===== config.mk =====
export PLATFORM = sky130hd
export DESIGN_NAME = dpt_top
export DESIGN_NICKNAME = d
export VERILOG_FILES = /design/src/hdl/dpt_pkg.sv /design/src/hdl/dpt_edge_in.sv /design/src/hdl/dpt_pulse_out.sv /design/src/hdl/dpt_top.sv
export SDC_FILE = /design/constraint.sdc
export NUM_CORES = 1
export LEC_CHECK = 0
export ABC_AREA = 1
export BUFFER_PORTS_ARGS = -buffer_cell sky130_fd_sc_hd__buf_4
export CAP_MARGIN = 20
export CORE_MARGIN = 3
export CORE_UTILIZATION = 55
export CTS_CLUSTER_DIAMETER = 60
export CTS_CLUSTER_SIZE = 25
export DETAILED_ROUTE_END_ITERATION = 10
export PLACE_DENSITY_LB_ADDON = 0.1
export RECOVER_POWER = 25
export SYNTH_ARGS = -nofsm -noshare
export SYNTH_HDL_FRONTEND = slang
export SYNTH_SLANG_ARGS = --single-unit

===== constraint.sdc =====
create_clock -name pclk -period 7.35 [get_ports pclk]
set_input_delay 1.47 -clock pclk [delete_from_list [all_inputs] [get_ports pclk]]
set_output_delay 1.47 -clock pclk [all_outputs]
set_load 0.01 [all_outputs]

===== src/hdl/dpt_pkg.sv =====
/*
 digital port trigger package: constants, pin functions, apb register map.
 assumes a 100 MHz pclk and a seven pin digital port.
*/
package dpt_pkg;
    localparam int          NPINS        = 7;
    localparam int          CLK_MHZ      = 100;
    localparam int          TRIG_LAT_US  = 5;
    localparam int          MIN_PW_US    = 2;
    localparam int          OUT_PW_US    = 10;
    localparam int          OUT_PW_CYC   = OUT_PW_US * CLK_MHZ;
    localparam int          LAT_CYC      = TRIG_LAT_US * CLK_MHZ;
    localparam int          SYNC_LO_PIN  = 4;
    localparam int          SYNC_HI_PIN  = 7;
    // pin function codes, 3 bits per pin
    localparam logic [2:0]  FN_DIN       = 3'h0;
    localparam logic [2:0]  FN_TRIG_IN   = 3'h1;
    localparam logic [2:0]  FN_TRIG_OUT  = 3'h2;
    localparam logic [2:0]  FN_ON_SYNC   = 3'h3;
    localparam logic [2:0]  FN_OFF_SYNC  = 3'h4;
    // register byte offsets
    localparam logic [7:0]  REG_FUNC     = 8'h00;
    localparam logic [7:0]  REG_POL      = 8'h04;
    localparam logic [7:0]  REG_CTRL     = 8'h08;
    localparam logic [7:0]  REG_STAT     = 8'h0C;
    localparam logic [7:0]  REG_PINS     = 8'h10;
    localparam logic [20:0] FUNC_RST     = 21'h000000;
    localparam logic [6:0]  POL_RST      = 7'h00;
    localparam int          CTRL_EXT_BIT = 0;
    localparam int          CTRL_SW_BIT  = 1;
    localparam int          STAT_REJ_BIT = 0;
    localparam int          STAT_TIN_BIT = 1;
    typedef enum logic [2:0] {
        DPT_IDLE  = 3'b001,
        DPT_SETUP = 3'b010,
        DPT_ACC   = 3'b100
    } dpt_apb_e;
endpackage


===== src/hdl/dpt_edge_in.sv =====
/*
 synchronises one trigger input and detects the selected edge.
 assumes pin is asynchronous to pclk.
*/
`timescale 1ns/10ps
module dpt_edge_in (
    // clock and reset
    input  wire logic pclk,
    input  wire logic presetn,
    // pin side
    input  wire logic pin_i,
    input  wire logic pol_neg,
    input  wire logic enable,
    // event
    output logic      event_o
);
    import dpt_pkg::*;
    typedef struct packed {
        logic s1;
        logic s2;
        logic s3;
    } dpt_sync_s;
    dpt_sync_s st_q, st_d;

    always_comb begin
        st_d    = st_q;
        st_d.s1 = pin_i;
        st_d.s2 = st_q.s1;
        st_d.s3 = st_q.s2;
    end

    always_ff @(posedge pclk or negedge presetn) begin
        if (!presetn) begin
            st_q <= '0;
        end else begin
            st_q <= st_d;
        end
    end

    // rising when positive, falling when negative
    assign event_o = enable &&
        (pol_neg ? (st_q.s3 & ~st_q.s2)
                 : (~st_q.s3 & st_q.s2));

    a_edge_one_shot: assert property (
        @(posedge pclk) disable iff (!presetn)
        event_o |=> !event_o) else $error("edge event repeated");
endmodule


===== src/hdl/dpt_pulse_out.sv =====
/*
 fixed width pulse generator for one trigger output.
 assumes single cycle fire requests.
*/
`timescale 1ns/10ps
module dpt_pulse_out #(
    parameter int WIDTH_CYC = dpt_pkg::OUT_PW_CYC
) (
    // clock and reset
    input  wire logic pclk,
    input  wire logic presetn,
    // request
    input  wire logic fire,
    // pulse
    output logic      active_o
);
    import dpt_pkg::*;
    typedef struct packed {
        logic [15:0] cnt;
    } dpt_pulse_s;
    dpt_pulse_s st_q, st_d;

    always_comb begin
        st_d = st_q;
        if (fire) begin
            st_d.cnt = 16'(WIDTH_CYC);
        end else if (st_q.cnt != 16'h0000) begin
            st_d.cnt = st_q.cnt - 16'h0001;
        end
    end

    always_ff @(posedge pclk or negedge presetn) begin
        if (!presetn) begin
            st_q <= '0;
        end else begin
            st_q <= st_d;
        end
    end

    assign active_o = (st_q.cnt != 16'h0000);

    a_pulse_width: assert property (
        @(posedge pclk) disable iff (!presetn)
        fire |=> active_o [*8]) else $error("pulse too short");
endmodule


===== src/hdl/dpt_top.sv =====
/*
 digital port trigger block: pin functions, trigger in/out, sync pins,
 apb register file. assumes synchronous apb master on pclk and
 external pin buffers resolving the enable/output pairs.
*/
`timescale 1ns/10ps
module dpt_top (
    // clock and reset
    input  wire logic                      pclk,
    input  wire logic                      presetn,
    // apb slave
    input  wire logic                      psel,
    input  wire logic                      penable,
    input  wire logic                      pwrite,
    input  wire logic [7:0]                paddr,
    input  wire logic [31:0]               pwdata,
    output logic      [31:0]               prdata,
    output logic                           pready,
    output logic                           pslverr,
    // digital port pins
    input  wire logic [dpt_pkg::NPINS-1:0] pin_i,
    output logic      [dpt_pkg::NPINS-1:0] pin_o,
    output logic      [dpt_pkg::NPINS-1:0] pin_oe,
    // connectors
    input  wire logic                      ext_trig_in,
    output logic                           ext_trig_out,
    // internal trigger sources and consumers
    input  wire logic                      int_trig,
    input  wire logic                      step_start,
    input  wire logic                      step_trig_flag,
    output logic                           trig_in_event,
    // output couple lines
    input  wire logic                      on_sync_req,
    input  wire logic                      off_sync_req,
    output logic                           on_sync_seen,
    output logic                           off_sync_seen
);
    import dpt_pkg::*;

    typedef struct packed {
        logic [20:0] func;
        logic [6:0]  pol;
        logic        ext_sel;
        logic        rejected;
        logic        tin_seen;
        logic        trig_ev;
        logic [6:0]  pin_out;
        logic [6:0]  pin_en;
        logic        ext_out;
        logic [31:0] rdata;
    } dpt_state_s;

    dpt_state_s st_q, st_d;

    logic [NPINS-1:0] pin_ev;
    logic [NPINS-1:0] pulse_act;
    logic [NPINS-1:0] is_tin;
    logic [NPINS-1:0] is_tout;
    logic [NPINS-1:0] is_on;
    logic [NPINS-1:0] is_off;
    logic             ext_ev;
    logic             fire;
    logic             wr_en;
    logic             rd_en;
    logic             cfg_ok;
    logic [20:0]      new_func;
    logic [3:0]       on_cnt;
    logic [3:0]       off_cnt;
    logic             sync_bad;
    logic             reg_hit;

    assign fire = int_trig | (step_start & step_trig_flag);

    genvar g;
    generate
        for (g = 0; g < NPINS; g++) begin : g_pin
            assign is_tin[g]  = st_q.func[3*g +: 3] == FN_TRIG_IN;
            assign is_tout[g] = st_q.func[3*g +: 3] == FN_TRIG_OUT;
            assign is_on[g]   = st_q.func[3*g +: 3] == FN_ON_SYNC;
            assign is_off[g]  = st_q.func[3*g +: 3] == FN_OFF_SYNC;
            dpt_edge_in u_edge (
                .pclk    (pclk),
                .presetn (presetn),
                .pin_i   (pin_i[g]),
                .pol_neg (st_q.pol[g]),
                .enable  (is_tin[g]),
                .event_o (pin_ev[g])
            );
            dpt_pulse_out #(.WIDTH_CYC(OUT_PW_CYC)) u_pulse (
                .pclk     (pclk),
                .presetn  (presetn),
                .fire     (fire & is_tout[g]),
                .active_o (pulse_act[g])
            );
        end
    endgenerate

    // connector trigger, always rising edge
    dpt_edge_in u_ext_edge (
        .pclk    (pclk),
        .presetn (presetn),
        .pin_i   (ext_trig_in),
        .pol_neg (1'b0),
        .enable  (st_q.ext_sel),
        .event_o (ext_ev)
    );

    logic ext_act;
    dpt_pulse_out #(.WIDTH_CYC(OUT_PW_CYC)) u_ext_pulse (
        .pclk     (pclk),
        .presetn  (presetn),
        .fire     (fire),
        .active_o (ext_act)
    );

    // proposed function word legality
    always_comb begin
        new_func = pwdata[20:0];
        on_cnt   = 4'h0;
        off_cnt  = 4'h0;
        sync_bad = 1'b0;
        for (int i = 0; i < NPINS; i++) begin
            if (new_func[3*i +: 3] == FN_ON_SYNC) begin
                on_cnt = on_cnt + 4'h1;
            end
            if (new_func[3*i +: 3] == FN_OFF_SYNC) begin
                off_cnt = off_cnt + 4'h1;
            end
            if ((new_func[3*i +: 3] == FN_ON_SYNC ||
                 new_func[3*i +: 3] == FN_OFF_SYNC) &&
                (i + 1 < SYNC_LO_PIN || i + 1 > SYNC_HI_PIN)) begin
                sync_bad = 1'b1;
            end
            if (new_func[3*i +: 3] > FN_OFF_SYNC) begin
                sync_bad = 1'b1;
            end
        end
        cfg_ok = !sync_bad && on_cnt <= 4'h1 && off_cnt <= 4'h1;
    end

    // address decode for the error response
    always_comb begin
        reg_hit = 1'b0;
        case (paddr)
            REG_FUNC, REG_POL, REG_CTRL, REG_STAT, REG_PINS: begin
                reg_hit = 1'b1;
            end
            default: begin
                reg_hit = 1'b0;
            end
        endcase
    end

    assign wr_en = psel & penable & pwrite;
    assign rd_en = psel & ~penable & ~pwrite;

    always_comb begin
        st_d          = st_q;
        st_d.trig_ev  = (|pin_ev) | ext_ev;
        if (st_d.trig_ev) begin
            st_d.tin_seen = 1'b1;
        end
        for (int i = 0; i < NPINS; i++) begin
            // sync pins: active low fixed, polarity ignored
            if (st_q.func[3*i +: 3] == FN_ON_SYNC) begin
                st_d.pin_en[i]  = on_sync_req;
                st_d.pin_out[i] = 1'b0;
            end else if (st_q.func[3*i +: 3] == FN_OFF_SYNC) begin
                st_d.pin_en[i]  = off_sync_req;
                st_d.pin_out[i] = 1'b0;
            end else if (is_tout[i]) begin
                st_d.pin_en[i]  = 1'b1;
                st_d.pin_out[i] = pulse_act[i] ^ st_q.pol[i];
            end else begin
                st_d.pin_en[i]  = 1'b0;
                st_d.pin_out[i] = 1'b0;
            end
        end
        st_d.ext_out = ext_act;
        if (wr_en) begin
            case (paddr)
                REG_FUNC: begin
                    if (cfg_ok) begin
                        st_d.func = new_func;
                    end else begin
                        st_d.rejected = 1'b1;
                    end
                end
                REG_POL: begin
                    st_d.pol = pwdata[6:0];
                end
                REG_CTRL: begin
                    st_d.ext_sel = pwdata[CTRL_EXT_BIT];
                end
                REG_STAT: begin
                    // write one to clear, new event wins
                    if (pwdata[STAT_REJ_BIT]) begin
                        st_d.rejected = 1'b0;
                    end
                    if (pwdata[STAT_TIN_BIT] && !st_d.trig_ev) begin
                        st_d.tin_seen = 1'b0;
                    end
                end
                default: begin
                end
            endcase
        end
        if (rd_en) begin
            case (paddr)
                REG_FUNC: st_d.rdata = {11'h000, st_q.func};
                REG_POL:  st_d.rdata = {25'h0000000, st_q.pol};
                REG_CTRL: st_d.rdata = {31'h00000000, st_q.ext_sel};
                REG_STAT: st_d.rdata = {30'h00000000, st_q.tin_seen,
                                        st_q.rejected};
                REG_PINS: st_d.rdata = {25'h0000000, pin_i};
                default:  st_d.rdata = 32'h00000000;
            endcase
        end
    end

    always_ff @(posedge pclk or negedge presetn) begin
        if (!presetn) begin
            st_q      <= '0;
            st_q.func <= FUNC_RST;
            st_q.pol  <= POL_RST;
        end else begin
            st_q <= st_d;
        end
    end

    assign prdata        = st_q.rdata;
    assign pready        = 1'b1;
    assign pslverr       = psel & penable &
                           (~reg_hit | (pwrite & (paddr == REG_FUNC) &
                           ~cfg_ok));
    assign pin_o         = st_q.pin_out;
    assign pin_oe        = st_q.pin_en;
    assign ext_trig_out  = st_q.ext_out;
    assign trig_in_event = st_q.trig_ev;
    assign on_sync_seen  = |(is_on & ~pin_i);
    assign off_sync_seen = |(is_off & ~pin_i);

    a_tin_latency: assert property (
        @(posedge pclk) disable iff (!presetn)
        (|pin_ev) |=> trig_in_event) else $error("trigger late");
    a_ext_merge: assert property (
        @(posedge pclk) disable iff (!presetn)
        ext_ev |=> trig_in_event) else $error("ext trig lost");
    // seen flag must survive a clear in the same cycle
    a_tin_sticky: assert property (
        @(posedge pclk) disable iff (!presetn)
        trig_in_event |-> st_q.tin_seen) else $error("trigger flag lost");
    a_cfg_reject: assert property (
        @(posedge pclk) disable iff (!presetn)
        wr_en && paddr == REG_FUNC && !cfg_ok |=> $stable(st_q.func))
        else $error("bad config taken");
    a_reject_flag: assert property (
        @(posedge pclk) disable iff (!presetn)
        wr_en && paddr == REG_FUNC && !cfg_ok |=> st_q.rejected)
        else $error("reject flag missing");
    // pin drive lags the function by one register stage
    a_sync_fixed: assert property (
        @(posedge pclk) disable iff (!presetn)
        !(|($past(is_on | is_off) & pin_o)))
        else $error("sync level wrong");
    a_sync_drive: assert property (
        @(posedge pclk) disable iff (!presetn)
        $past(on_sync_req) |-> !(|($past(is_on) & ~pin_oe)))
        else $error("on sync not driven");
    a_tout_drive: assert property (
        @(posedge pclk) disable iff (!presetn)
        !(|($past(is_tout) & ~pin_oe)))
        else $error("trigger output undriven");
    a_sync_range: assert property (
        @(posedge pclk) disable iff (!presetn)
        (is_on[2:0] == 3'h0) && (is_off[2:0] == 3'h0))
        else $error("sync on low pin");
    a_step_fire: assert property (
        @(posedge pclk) disable iff (!presetn)
        step_start && step_trig_flag |=> ##1 ext_trig_out)
        else $error("step trigger missing");
    c_tin: cover property (@(posedge pclk) trig_in_event);
    c_tout: cover property (@(posedge pclk) ext_trig_out);
    c_reject: cover property (@(posedge pclk) st_q.rejected);
    c_step: cover property (@(posedge pclk) step_start && step_trig_flag);
    c_sync: cover property (@(posedge pclk) |(pin_oe & is_on));
endmodule


[Word level (Yosys, flattened, before mapping)]
Cells that the tools add are included.
Operators by class
  add/subtract/negate cells: 20
  $lt $le $gt $ge: 9
  equality and inequality tests: 48
  multiplexer cells: 98
  bitwise logic cells: 62
  reduce and logical (&&, ||, !) cells: 42
Operator list (count)
  16-bit 2-to-1 mux: 16
  16-bit nonzero test: 8
  16-bit by 1-bit subtractor with 16-bit output (second input constant): 8
  21-bit one-hot mux with 5 select lines: 1
  1-bit 2-to-1 mux: 68
  3-bit by 2-bit == test with 1-bit output (second input constant): 21
  4-bit by 1-bit adder with 4-bit output (second input constant): 11
  4-bit 2-to-1 mux: 11
  3-bit == test (second input constant): 14
  1-bit bitwise AND: 30
  3-bit by 1-bit == test with 1-bit output (second input constant): 7
  3-bit greater-than comparator (second input constant): 7
  7-bit OR reduction: 3
  1-bit NOT: 19
  2-bit nonzero test: 9
  8-bit by 4-bit == test with 1-bit output (second input constant): 2
  7-bit bitwise AND: 2
  1-bit logical AND: 11
  8-bit by 3-bit == test with 1-bit output (second input constant): 1
  8-bit by 5-bit == test with 1-bit output (second input constant): 1
  4-bit by 1-bit <= comparator with 1-bit output (second input constant): 2
  8-bit logical NOT: 1
  7-bit NOT: 1
  1-bit XOR: 7
  other kinds (11): 18
Storage, ports and cells
  register bits after elaboration: 231
  bits of input ports: 58
  output and inout port bits: 52
  word-level logic and storage cells: 321

[Logic depth before layout (Yosys ltp)]
Gate-level depths: netlist of run 1.
  depth after elaboration: 21
  gate-level depth with buffers: 34
  mapped depth without buffers: 33

[By module]
A second synthesis of run 1 with hierarchy kept.
Unflattened totals
  cells, all modules: 1925
  area, all modules: 13764.5 sq um
Modules (own cells, without submodules)
  dpt_pulse_out: instances 8, cells each 148, area an instance 1031.0 sq um, seq. area each 400.4 sq um
  dpt_top: instances 1, cells each 653, area an instance 4675.7 sq um, seq. area each 1701.6 sq um
  dpt_edge_in: instances 8, cells each 11, area an instance 105.1 sq um, seq. area each 75.1 sq um

[Least setup slack after synthesis of run 1]
OpenSTA, ideal clock, no wires.
  path type: in2out
  from: input port pwdata[4]
  to: output port pslverr
  arrival time: 4.725 ns
  required time: 5.880 ns
  setup slack: 1.155 ns
  cell stages on the path: 27
  buffers on the path: 0
  cell sequence: nand2_1 -> nor2_1 -> inv_1 -> ha_1 -> nand2_1 -> nand2_2 -> ha_1 -> nand2_1 -> nand2_1 -> ha_1 -> or2_0 -> nand2_1 -> inv_1 -> ha_1 -> nand2_1 -> o21ai_1 -> ha_1 -> nand2_1 -> nand3_1 -> nor4_1 -> nand2_1 -> nor2_1 -> nand3_1 -> nor2_2 -> nand2_2 -> nand3_1 -> nand2_1
Between the ends
  word-level cells in the longest chain between the ends: 19
  elaborated cells on any way between the ends: 43
  those cells by class: 10 x add/sub; 3 x order compare; 2 x eq/ne; 20 x mux; 4 x bitwise; 4 x reduce/logical
Ends and longest elaborated chain
  from (decl): RTL line dpt_top.sv:16  | input wire logic [31:0] pwdata,
  3-bit by 2-bit == test with 1-bit output: RTL line dpt_top.sv:123, dpt_top.sv:129
  2-bit 2-to-1 mux: RTL line dpt_top.sv:123  | if (new_func[3*i +: 3] == FN_ON_SYNC) begin
  4-bit by 1-bit adder with 4-bit output: RTL line dpt_top.sv:124  | on_cnt = on_cnt + 4'h1;
  4-bit 2-to-1 mux: RTL line dpt_top.sv:123
  4-bit by 1-bit adder with 4-bit output: RTL line dpt_top.sv:124
  4-bit 2-to-1 mux: RTL line dpt_top.sv:123
  4-bit by 1-bit adder with 4-bit output: RTL line dpt_top.sv:124
  4-bit 2-to-1 mux: RTL line dpt_top.sv:123
  [3 not listed]
  4-bit 2-to-1 mux: RTL line dpt_top.sv:123
  4-bit by 1-bit <= comparator with 1-bit output: RTL line dpt_top.sv:138  | cfg_ok = !sync_bad && on_cnt <= 4'h1 && off_cnt <= 4'h1;
  1-bit logical AND: RTL line dpt_top.sv:138
  1-bit logical AND *: RTL line dpt_top.sv:138
  1-bit NOT *: RTL line dpt_top.sv:235  | ~cfg_ok));
  1-bit bitwise AND *: RTL line dpt_top.sv:234  | (~reg_hit | (pwrite & (paddr == REG_FUNC) &
  1-bit OR *: RTL line dpt_top.sv:234
  1-bit bitwise AND *: RTL line dpt_top.sv:233  | assign pslverr = psel & penable &
  to (decl): RTL line dpt_top.sv:19  | output logic pslverr,
Mark *: on every way between the ends. The rest lies on a longest branch, timed or not.

[Final worst setup path of run 1]
  from: input port pwdata[0]
  to: output port pslverr
Between the ends
  word-level cells in the longest chain between the ends: 21
  elaborated cells on any way between the ends: 49
  those cells by class: 12 x add/sub; 3 x order compare; 2 x eq/ne; 24 x mux; 4 x bitwise; 4 x reduce/logical
Ends and longest elaborated chain (RTL line)
  branches (longest 16 deep; another with 4-bit by 1-bit adder with 4-bit output)
  1-bit logical AND *: dpt_top.sv:138
  1-bit NOT *: dpt_top.sv:235
  1-bit bitwise AND *: dpt_top.sv:234
  1-bit OR *: dpt_top.sv:234
  1-bit bitwise AND *: dpt_top.sv:233
Every way passes the cells marked *.

==> run summary, run 1 <==
register area share after synthesis -> 45.2%
Critical R2R Launch -> u_ext_pulse.st_q[0]$_DFFE_PN0P_
slew margin rel. -> -217%
GR Overflow Total -> 0
maxcap violations -> 1
Synth Area in Compound Gates -> 10.1%
clk slew on worst S/H paths -> 0.10 ns
Clk Latency, worst-skew pair -> 0.53 ns
routability congestion estimate -> 0.914
Yosys warning count -> 0
Worst Max-Slew Pin Slew -> 4.75 ns
synth top area cells -> dfrtp_1, inv_1, nand2_1
Worst Path Required -> 5.88 ns
first-pass GRT wire length -> 47400 microns
pin count of the biggest net entering global routing -> 87
Synth top area share -> 45.2%
Clock Path Buffers -> 3
layout cells sized above 1 -> 9.78%
Die Area -> 23900 sq um
via count -> 10300
CTS root buffer -> clkbuf_16
total track usage -> 23.8%
final setup fails -> 0
Max Fclk -> 146 MHz
DRT Pass-1 Iters -> 5
fin nets -> 1712
HP Class -> flip-flop to flip-flop
FF-to-FF path depth -> 13
Cell Pwr Density -> 213 nW/um^2
adder-cell share of the synthesized area -> 2.16%
vias per inst -> 5.34
Num CTS Buffers -> 20
area leader, netlist -> dfrtp_1
Final Hold Vio Count -> 0
Synth Instances -> 1575
Arr. time, crit path -> 5.36 ns
io pins -> 110
Yosys reg bits -> 220
CP max FO -> 5
initial antenna violation count -> 0
antenna cells -> 0
synthesized cell area -> 12200 sq um
number of global-route vias before repair -> 9662
crit path max-delay cell type -> ha_1
RSZ-0062 raised after global routing -> false
residual DRC count -> 0
ys async rst share -> 100%
r2r endpoint -> u_ext_pulse.st_q[11]$_DFFE_PN0P_
flop2flop setup slack -> 4.74 ns
WL per Instance -> 14.8 microns
Critical Path Sink -> pslverr
combinational family with the most area after synthesis -> simple AND/OR/NAND/NOR gates
Post-Layout Cell Count -> 1922
Synth cell types -> 53
crit-path max cell delay -> 0.31 ns
commonest non-fill, non-tap cell in the layout -> inv_1
CP Class -> input pin to output pin
simple-gate share of the synthesized area -> 25.7%
multiplexer share of the synthesized area -> 0.185%
Rows -> 53
DP Cell Count -> 1886
CP startpoint kind -> input pin
worst vdd ir -> 0.000162 V
most frequent cells in the layout -> inv_1, nand2_1, dfrtp_1, nor2_1, nand3_1
crit-path most repeated cell -> nand2_1
Final Max Tran Viols -> 87
core area -> 21400 sq um
Post-Route WL -> 28400 microns
CTS tree -> done
Hold Crit Depth -> 0
effective utilization at floorplan -> 57.0%
Area growth syn-to-layout -> 10.8%
Final HPWL DP -> 21100 microns
failing checks -> max-capacitance violations, max-slew violations
H-tree depth -> 1
Synth Area per Inst -> 7.73 sq um
XOR/XNOR share of the synthesized area -> 3.89%
Die Ht -> 155 microns
Layout fillers -> 1922
Period minus WS final -> 6.83 ns
Clock Skews -> 0.0312 ns
Final period util -> 93.0%
Die W -> 155 microns
number of synthesized flops with an enable pin -> 0
initial drt markers -> 690
leak pwr -> 6.82 nW
CP Capture Type -> output pin
clk sink count -> 220
Final ANT Viol Nets -> 0
Synth Flop Type -> dfrtp_1
CP startpoint -> pwdata[0]
Buffers on Ports -> 86
post-route setup TNS -> 0 ns
status -> finished, violations left
## cell usage after synthesis, drive strengths merged (2+ instances only)
cell / count
buf: 50
a2111oi: 3
o31ai: 17
nand4: 30
o21a: 5
a221oi: 4
inv: 292
o22ai: 14
and3: 3
o211ai: 4
nand3b: 3
or2: 11
nand3: 94
conb: 2
o21ai: 69
ha: 21
nand2: 269
nor3: 75
nor4: 15
a22oi: 9
dfrtp: 220
a211oi: 7
mux2: 2
nor2: 207
xnor2: 8
clkbuf: 14
xor2: 46
a21oi: 69
## critical path, delay by kind of cell
| family | cells | cell delay [ns] |
|---|---|---|
| buf+inv | 5 | 0.46 |
| simple gates | 19 | 1.95 |
| compound gates | 1 | 0.07 |
| fa+ha+maj | 5 | 1.41 |
## where the power goes
group	internal, W	switching [W]	total [W]	leakage, nW
clock	0.000567	0.000548	0.00112	0.342
combinational	0.000133	0.000205	0.000338	3.80
sequential	0.00132	0.0000951	0.00141	2.67
## final cells by class
| type | instances | area, sq um | area share, % |
|---|---|---|---|
| tap | 275 | 344 | 2.55 |
| sequential | 220 | 5510 | 40.8 |
| inverter | 292 | 1100 | 8.15 |
| clock inverter | 15 | 189 | 1.40 |
| clock buffer | 21 | 526 | 3.90 |
| multi-input combinational | 1009 | 5170 | 38.4 |
| timing repair buffer | 90 | 649 | 4.82 |
## sequential cells by signal (all words and copies together) (netlist names), 2 cells and up
register and cells:
g_pin.u_edge.st_q 7, g_pin.u_edge.st_d 14, prdata 21, u_ext_edge.st_d 2
u_ext_pulse.st_q 16, st_q 31, pin_oe 7, g_pin.u_pulse.st_q 112
pin_o 7
## routing by layer
layer / GRT usage [%] / share of wire (%) / vias to the layer above
met5: 0 / 0 / -
met4: 4.88 / 1.7 / 0
met3: 3.61 / 6.4 / 33
met2: 38.1 / 46 / 289
met1: 34.9 / 46 / 4802
li1: - / - / 5131
## kinds of logic (layout without fill, tap and decap cells)
kind of cell | Yosys count | in the layout
adders and majority gates | 21 | 21
DFF | 220 | 220
and+or+nand+nor | 710 | 710
AOI/OAI and AO/OA | 210 | 210
muxes | 2 | 2
buffers and inverters | 356 | 418
other | 2 | 12
xor gates and xnor gates | 54 | 54
## per-stage QoR
stage	hold slack, ns	total power [W]	utilization, %	setup slack [ns]	area, sq um
2_1_floorplan	0.331	0.00166	-	1.15	12200
3_3_place_gp	0.333	0.00176	59.9	0.574	12800
3_5_place_dp	0.336	0.00178	59.9	0.457	12800
4_1_cts	0.337	0.00290	63.3	0.449	13500
5_1_grt	0.337	0.00302	63.2	0.0775	13500
6_report	0.340	0.00287	63.2	0.516	13500
## worst min-delay path by stage
stage                                           start                                 to  slack [ns]
floorplan           g_pin[0].u_edge.st_d[1]$_DFF_PN0_  g_pin[0].u_edge.st_d[0]$_DFF_PN0_        0.33
global placement    g_pin[4].u_edge.st_d[1]$_DFF_PN0_  g_pin[4].u_edge.st_d[0]$_DFF_PN0_        0.33
detailed placement  g_pin[4].u_edge.st_d[1]$_DFF_PN0_  g_pin[4].u_edge.st_d[0]$_DFF_PN0_        0.34
CTS                 g_pin[6].u_edge.st_d[1]$_DFF_PN0_  g_pin[6].u_edge.st_d[0]$_DFF_PN0_        0.34
global route        g_pin[6].u_edge.st_d[1]$_DFF_PN0_  g_pin[6].u_edge.st_d[0]$_DFF_PN0_        0.34
finish              g_pin[6].u_edge.st_d[1]$_DFF_PN0_  g_pin[6].u_edge.st_d[0]$_DFF_PN0_        0.34
## timing repair
| item | CTS | global route |
|---|---|---|
| setup endpoints to repair | 0 | 1 |
| hold buffers | 0 | 0 |
| gates resized for setup | 0 | 1 |
| buffers inserted | 0 | 0 |
No activity file was read; power rests on OpenSTA's default activity.
==> run 2, diff against run 1 <==
CORE_ASPECT_RATIO = 1.4   (was default)
==> run 2 against run 1 <==
Compared with the run above:
- critical path depth unchanged
- register-to-register slack worse by 0.07 ns
- largest power group unchanged
- the run still ends with max-capacitance violations, max-slew violations left
- clock power down 24%
- worst hold slack better by 0.012 ns
- first-iteration DRC count fell by 12%
- die area is 0.10% higher
- highest routed layer unchanged
- total power decreased by 9.0%
- global-route usage decreased by 0.57 points
- flip-flop and latch count stayed put
- sequential share of layout area grew 0.57 points
- maximum frequency fell by 0.90%
==> run summary, run 2 (synthesis gave the netlist of run 1 again) <==
Num CTS Buffers -> 15 (-25%)
CP startpoint kind -> input pin
H-tree depth -> 1 (unchanged)
crit-path most repeated cell -> nand2_1
GR Overflow Total -> 0 (unchanged)
routability congestion estimate -> 0.931 (+1.8%)
residual DRC count -> 0 (unchanged)
Post-CTS Setup Repair Bufs -> 0 (unchanged)
worst vdd ir -> 0.000141 V (-13%)
number of global-route vias before repair -> 9723 (+0.63%)
CP Capture Type -> output pin
Final ANT Viol Nets -> 0 (unchanged)
Largest register FFs -> 112 (unchanged)
slew margin rel. -> -249% (-32 points)
initial drt markers -> 604 (-12%)
largest reg by FF count -> g_pin.u_pulse.st_q
clk sink count -> 220 (unchanged)
Critical R2R Launch -> u_ext_pulse.st_q[0]$_DFFE_PN0P_
vias per inst -> 5.29 (-0.79%)
Area growth syn-to-layout -> 9.31%
final setup fails -> 0 (unchanged)
CTS root buffer -> clkbuf_16
Period minus WS final -> 6.90 ns (+0.0623 ns)
Clk Latency, worst-skew pair -> 0.49 ns (-0.04 ns)
Die Ht -> 182 microns (+18%)
post-route cell area -> 13300 sq um (-1.4%)
DRT Pass-1 Iters -> 5 (unchanged)
layout cells sized above 1 -> 9.05% (-0.72 points)
Final Hold Vio Count -> 0 (unchanged)
Final Max Tran Viols -> 117 (+34%)
total track usage -> 23.3% (-0.57 points)
Worst Hold Launch -> g_pin[2].u_edge.st_d[1]$_DFF_PN0_
RSZ-0062 raised after global routing -> false
first-pass GRT wire length -> 46600 microns (-1.7%)
core area -> 21400 sq um (+0.41%)
pin count of the biggest net entering global routing -> 117 (+34%)
WL per Instance -> 14.4 microns (-2.6%)
failing checks -> max-capacitance violations, max-slew violations
CP Class -> input pin to output pin
Layout Utilization -> 62.0% (-1.1 points)
Layout fillers -> 1994 (+3.7%)
Die Area -> 24000 sq um (+0.10%)
Cell Pwr Density -> 196 nW/um^2 (-7.7%)
Worst Max-Slew Pin Slew -> 5.23 ns (+0.478 ns)
crit path max-delay cell type -> ha_1
Hold Crit Depth -> 0 (unchanged)
cts hold-fix bufs -> 0 (unchanged)
status -> finished, violations left
clk slew on worst S/H paths -> 0.10 ns (about the same)
Buffers on Ports -> 86 (unchanged)
initial antenna violation count -> 2 (+2)
dpl cell area -> 12800 sq um (+0.20%)
Die W -> 132 microns (-15%)
via count -> 10200 (-0.43%)
Clock Path Buffers -> 3 (unchanged)
post-route setup TNS -> 0 ns (unchanged)
Arr. time, crit path -> 5.43 ns (+0.07 ns)
CP max FO -> 5 (unchanged)
HP Class -> flip-flop to flip-flop
Worst Path Required -> 5.88 ns (about the same)
Rows -> 63 (+19%)
post-CTS sizing -> 0 (unchanged)
most frequent cells in the layout -> inv_1, nand2_1, dfrtp_1, nor2_1, nand3_1
Clock Skews -> 0.0180 ns (-0.0132 ns)
FF-to-FF path depth -> 13 (unchanged)
crit-path max cell delay -> 0.30 ns (about the same)
CP startpoint -> pwdata[0]
fin nets -> 1708 (-0.23%)
Post-Route WL -> 27700 microns (-2.3%)
Final period util -> 93.8% (+0.85 points)
Max Fclk -> 145 MHz (-0.90%)
io pins -> 110 (unchanged)
CTS tree -> done
commonest non-fill, non-tap cell in the layout -> inv_1
Final HPWL DP -> 21000 microns (-0.86%)
storage element area -> 5510 sq um (unchanged)
multi-input combinational cell area -> 5180 sq um (about the same)
leak pwr -> 6.71 nW (-1.6%)
effective utilization at floorplan -> 56.8% (-0.23 points)
maxcap violations -> 1 (unchanged)
run 2: per-stage QoR:
stage               worst slack [ns]  power (W)  hold WS [ns]  instances
global route                  0.0343    0.00275         0.364       1929
floorplan                       1.15    0.00166         0.331       1585
global placement               0.484    0.00176         0.332       1903
finish                         0.454    0.00261         0.352       1929
detailed placement             0.375    0.00178         0.336       1903
CTS                            0.373    0.00264         0.356       1926
run 2: cell type report:
cell class	count	area share [%]
clock buffer	15	2.82
multi-input combinational	1009	38.9
tap	292	2.75
clock inverter	8	0.734
timing repair buffer	91	5.08
inverter	292	8.26
antenna	2	0.0376
sequential	220	41.4
run 2: per-layer routing:
layer	up-vias	global-route usage [%]	part of all wire (%)
met4	0	6.89	2.5
li1	5116	-	-
met1	4824	29.5	43
met3	48	2.44	4.2
met2	223	42.1	51
met5	-	0	0
run 2: worst max-delay path, delay by kind of cell:
family / cells / cell delay (ns)
adders and majority gates: 5 / 1.40
buffers and inverters: 5 / 0.46
AOI/OAI and AO/OA: 1 / 0.08
and+or+nand+nor: 19 / 2.00
run 2: report_power, final:
group	switching, W	leakage [nW]	internal [W]
registers	0.0000978	2.67	0.00132
clock network	0.000456	0.223	0.000399
logic	0.000203	3.81	0.000134
total	0.000757	6.71	0.00185
run 2: path summary, 6_finish.rpt:
kind | end | slack (ns)
worst max-delay path | pslverr | 0.45
worst min-delay path | g_pin[2].u_edge.st_d[0]$_DFF_PN0_ | 0.35
worst max register to register | u_ext_pulse.st_q[11]$_DFFE_PN0P_ | 4.67
worst min register to register | g_pin[2].u_edge.st_d[0]$_DFF_PN0_ | 0.35
max in group asynchronous | u_ext_pulse.st_q[0]$_DFFE_PN0P_ | 1.27
min in group asynchronous | g_pin[6].u_pulse.st_q[3]$_DFFE_PN0P_ | 3.11
==> run 3, diff against run 2 <==
CORE_UTILIZATION = 25   (was 55)
PLACE_DENSITY_LB_ADDON = 0.12   (was 0.1)
==> run 3 against run 2 <==
Compared with the run above:
- the flow still finishes with violations (max-capacitance violations, max-slew violations)
- worst setup slack better by 0.014 ns
- design area grew 5.6%
- count of clock-buffer cells in the layout grew 10
- flip-flop and latch count is the same
- via count down 1.2%
- sequential power is essentially flat
- first-iteration DRC count decreased by 16%
- utilization down 33 points
- non-clock buffer count did not move
- sequential share of layout area decreased by 2.2 points
- routed wire length grew 22%
- critical path type unchanged
- largest cell class unchanged
- highest routed layer unchanged
==> run summary, run 3 (synthesis gave the netlist of run 1 again) <==
status -> finished, violations left
failing checks -> max-capacitance violations, max-slew violations
residual DRC count -> 0 (unchanged)
Layout Utilization -> 29.2% (-33 points)
clk sink count -> 220 (unchanged)
CTS tree -> done
post-route cell area -> 14000 sq um (+5.6%)
initial antenna violation count -> 0 (-2)
Int Pwr -> 0.00213 W (+15%)
final setup fails -> 0 (unchanged)
Worst Path Required -> 5.88 ns (about the same)
leak pwr -> 6.86 nW (+2.3%)
Post-Route WL -> 33800 microns (+22%)
CP startpoint kind -> input pin
number of global-route vias before repair -> 9998 (+2.8%)
CP startpoint -> pwdata[0]
first-pass GRT wire length -> 54100 microns (+16%)
Sw Pwr -> 0.000880 W (+16%)
Period minus WS final -> 6.88 ns (-0.0138 ns)
Clock Skews -> 0.0151 ns (-0.00282 ns)
maxcap violations -> 1 (unchanged)
Clk Latency, worst-skew pair -> 0.53 ns (+0.04 ns)
crit-path max cell delay -> 0.38 ns (+0.08 ns)
effective utilization at floorplan -> 25.3% (-31 points)
Die W -> 192 microns (+46%)
Cell Pwr Density -> 214 nW/um^2 (+9.3%)
Final period util -> 93.6% (-0.19 points)
total track usage -> 13.2% (-10 points)
post-route setup TNS -> 0 ns (unchanged)
pin count of the biggest net entering global routing -> 136 (+16%)
CTS root buffer -> clkbuf_16
layout cells sized above 1 -> 10.0% (+0.99 points)
final setup margin -> 0.467 ns (+0.0138 ns)
Die Ht -> 267 microns (+47%)
Final Power -> 0.00301 W (+15%)
Comb power frac -> 11.3% (-1.6 points)
DRT Pass-1 Iters -> 7 (+2)
Largest register FFs -> 112 (unchanged)
HP Class -> flip-flop to flip-flop
Clock Power Share -> 41.6% (+8.8 points)
dpl cell area -> 13300 sq um (+3.5%)
CP max FO -> 4 (-1)
Layout fillers -> 5271 (+160%)
commonest non-fill, non-tap cell in the layout -> inv_1
Final ANT Viol Nets -> 0 (unchanged)
most frequent cells in the layout -> inv_1, nand2_1, dfrtp_1, nor2_1, nand3_1
Worst Hold Launch -> g_pin[3].u_edge.st_d[1]$_DFF_PN0_
Worst Max-Slew Pin Slew -> 4.89 ns (-0.341 ns)
crit-path most repeated cell -> nand2_1
CP Class -> input pin to output pin
Max Fclk -> 145 MHz (+0.20%)
Place WS -> 0.281 ns (-0.0935 ns)
Final HPWL DP -> 25500 microns (+22%)
Final Hold Vio Count -> 0 (unchanged)
Critical R2R Launch -> u_ext_pulse.st_q[0]$_DFFE_PN0P_
Area growth syn-to-layout -> 15.4%
fin nets -> 1716 (+0.47%)
cts hold-fix bufs -> 0 (unchanged)
Switching Fraction -> 29.2% (+0.24 points)
GR Overflow Total -> 0 (unchanged)
H-tree depth -> 1 (unchanged)
largest reg by FF count -> g_pin.u_pulse.st_q
io pins -> 110 (unchanged)
Rows -> 95 (+51%)
WL per Instance -> 14.8 microns (+2.9%)
worst vdd ir -> 0.000117 V (-17%)
Clock Path Buffers -> 3 (unchanged)
slew margin rel. -> -226% (+23 points)
Final Max Tran Viols -> 86 (-26%)
power share of the sequential group -> 47.1% (-7.2 points)
vias per inst -> 4.42 (-17%)
clk slew on worst S/H paths -> 0.07 ns (-0.03 ns)
RSZ-0062 raised after global routing -> false
CP Capture Type -> output pin
Buffers on Ports -> 86 (unchanged)
crit path max-delay cell type -> nor3_1
Die Area -> 51400 sq um (+110%)
core area -> 48000 sq um (+120%)
routability congestion estimate -> 0.822 (-12%)
Num CTS Buffers -> 23 (+8)
via count -> 10100 (-1.2%)
antenna cells -> 0 (-2)
Arr. time, crit path -> 5.41 ns (-0.02 ns)
initial drt markers -> 507 (-16%)
==> run 3: repair_timing <==
item	in CTS	in global routing
resized for setup	0	2
setup buffers	0	0
endpoints found under the setup margin	0	1
==> run 3: stage by stage <==
stage / hold slack [ns] / cells
final: 0.348 / 2283
after detailed placement: 0.336 / 2242
after CTS: 0.353 / 2283
after global placement: 0.332 / 2242
after global routing: 0.356 / 2283
after floorplan: 0.331 / 1585
==> run 3: worst max-delay path, delay by kind of cell <==
kind          cells  cell delay, ns
fa+ha+maj         4            1.09
buf+inv           9            0.76
simple gates     19            2.12
==> run 3: final timing paths <==
| kind | endpoint | slack [ns] | cells past startpoint |
|---|---|---|---|
| worst max-delay path | pslverr | 0.47 | 32 |
| max in group asynchronous | g_pin[4].u_pulse.st_q[2]$_DFFE_PN0P_ | 1.88 | 1 |
| worst min-delay path | g_pin[3].u_edge.st_d[0]$_DFF_PN0_ | 0.35 | 0 |
| min in group asynchronous | g_pin[1].u_pulse.st_q[3]$_DFFE_PN0P_ | 2.68 | 1 |
| worst max register to register | u_ext_pulse.st_q[11]$_DFFE_PN0P_ | 4.65 | 13 |
| worst min register to register | g_pin[3].u_edge.st_d[0]$_DFF_PN0_ | 0.35 | 0 |
==> run 3: per-layer routing <==
| layer | vias up | share of wire, % | global-route usage, % |
|---|---|---|---|
| met5 | - | 0 | 0 |
| met4 | 0 | 2.2 | 3.59 |
| met3 | 38 | 4.1 | 1.68 |
| met2 | 195 | 49 | 22.7 |
| met1 | 4720 | 45 | 17.4 |
| li1 | 5134 | - | - |
==> run 3: cell type report <==
type / instances / area, sq um / area share, %
Inverter: 292 / 1100 / 7.82
Timing Repair Buffer: 91 / 662 / 4.71
Clock buffer: 25 / 583 / 4.15
Multi-Input combinational cell: 1009 / 5190 / 36.9
Sequential cell: 220 / 5510 / 39.2
Clock inverter: 16 / 218 / 1.55
Tap cell: 630 / 788 / 5.61
==> run 3: power groups by stage <==
stage / Combinational, W / Clock, W / Sequential, W
after floorplan: 0.000241 / 0 / 0.00142
after global placement: 0.000346 / 0 / 0.00144
after detailed placement: 0.000349 / 0 / 0.00144
after CTS: 0.000351 / 0.00131 / 0.00142
after global routing: 0.000404 / 0.00136 / 0.00143
final: 0.000340 / 0.00125 / 0.00142
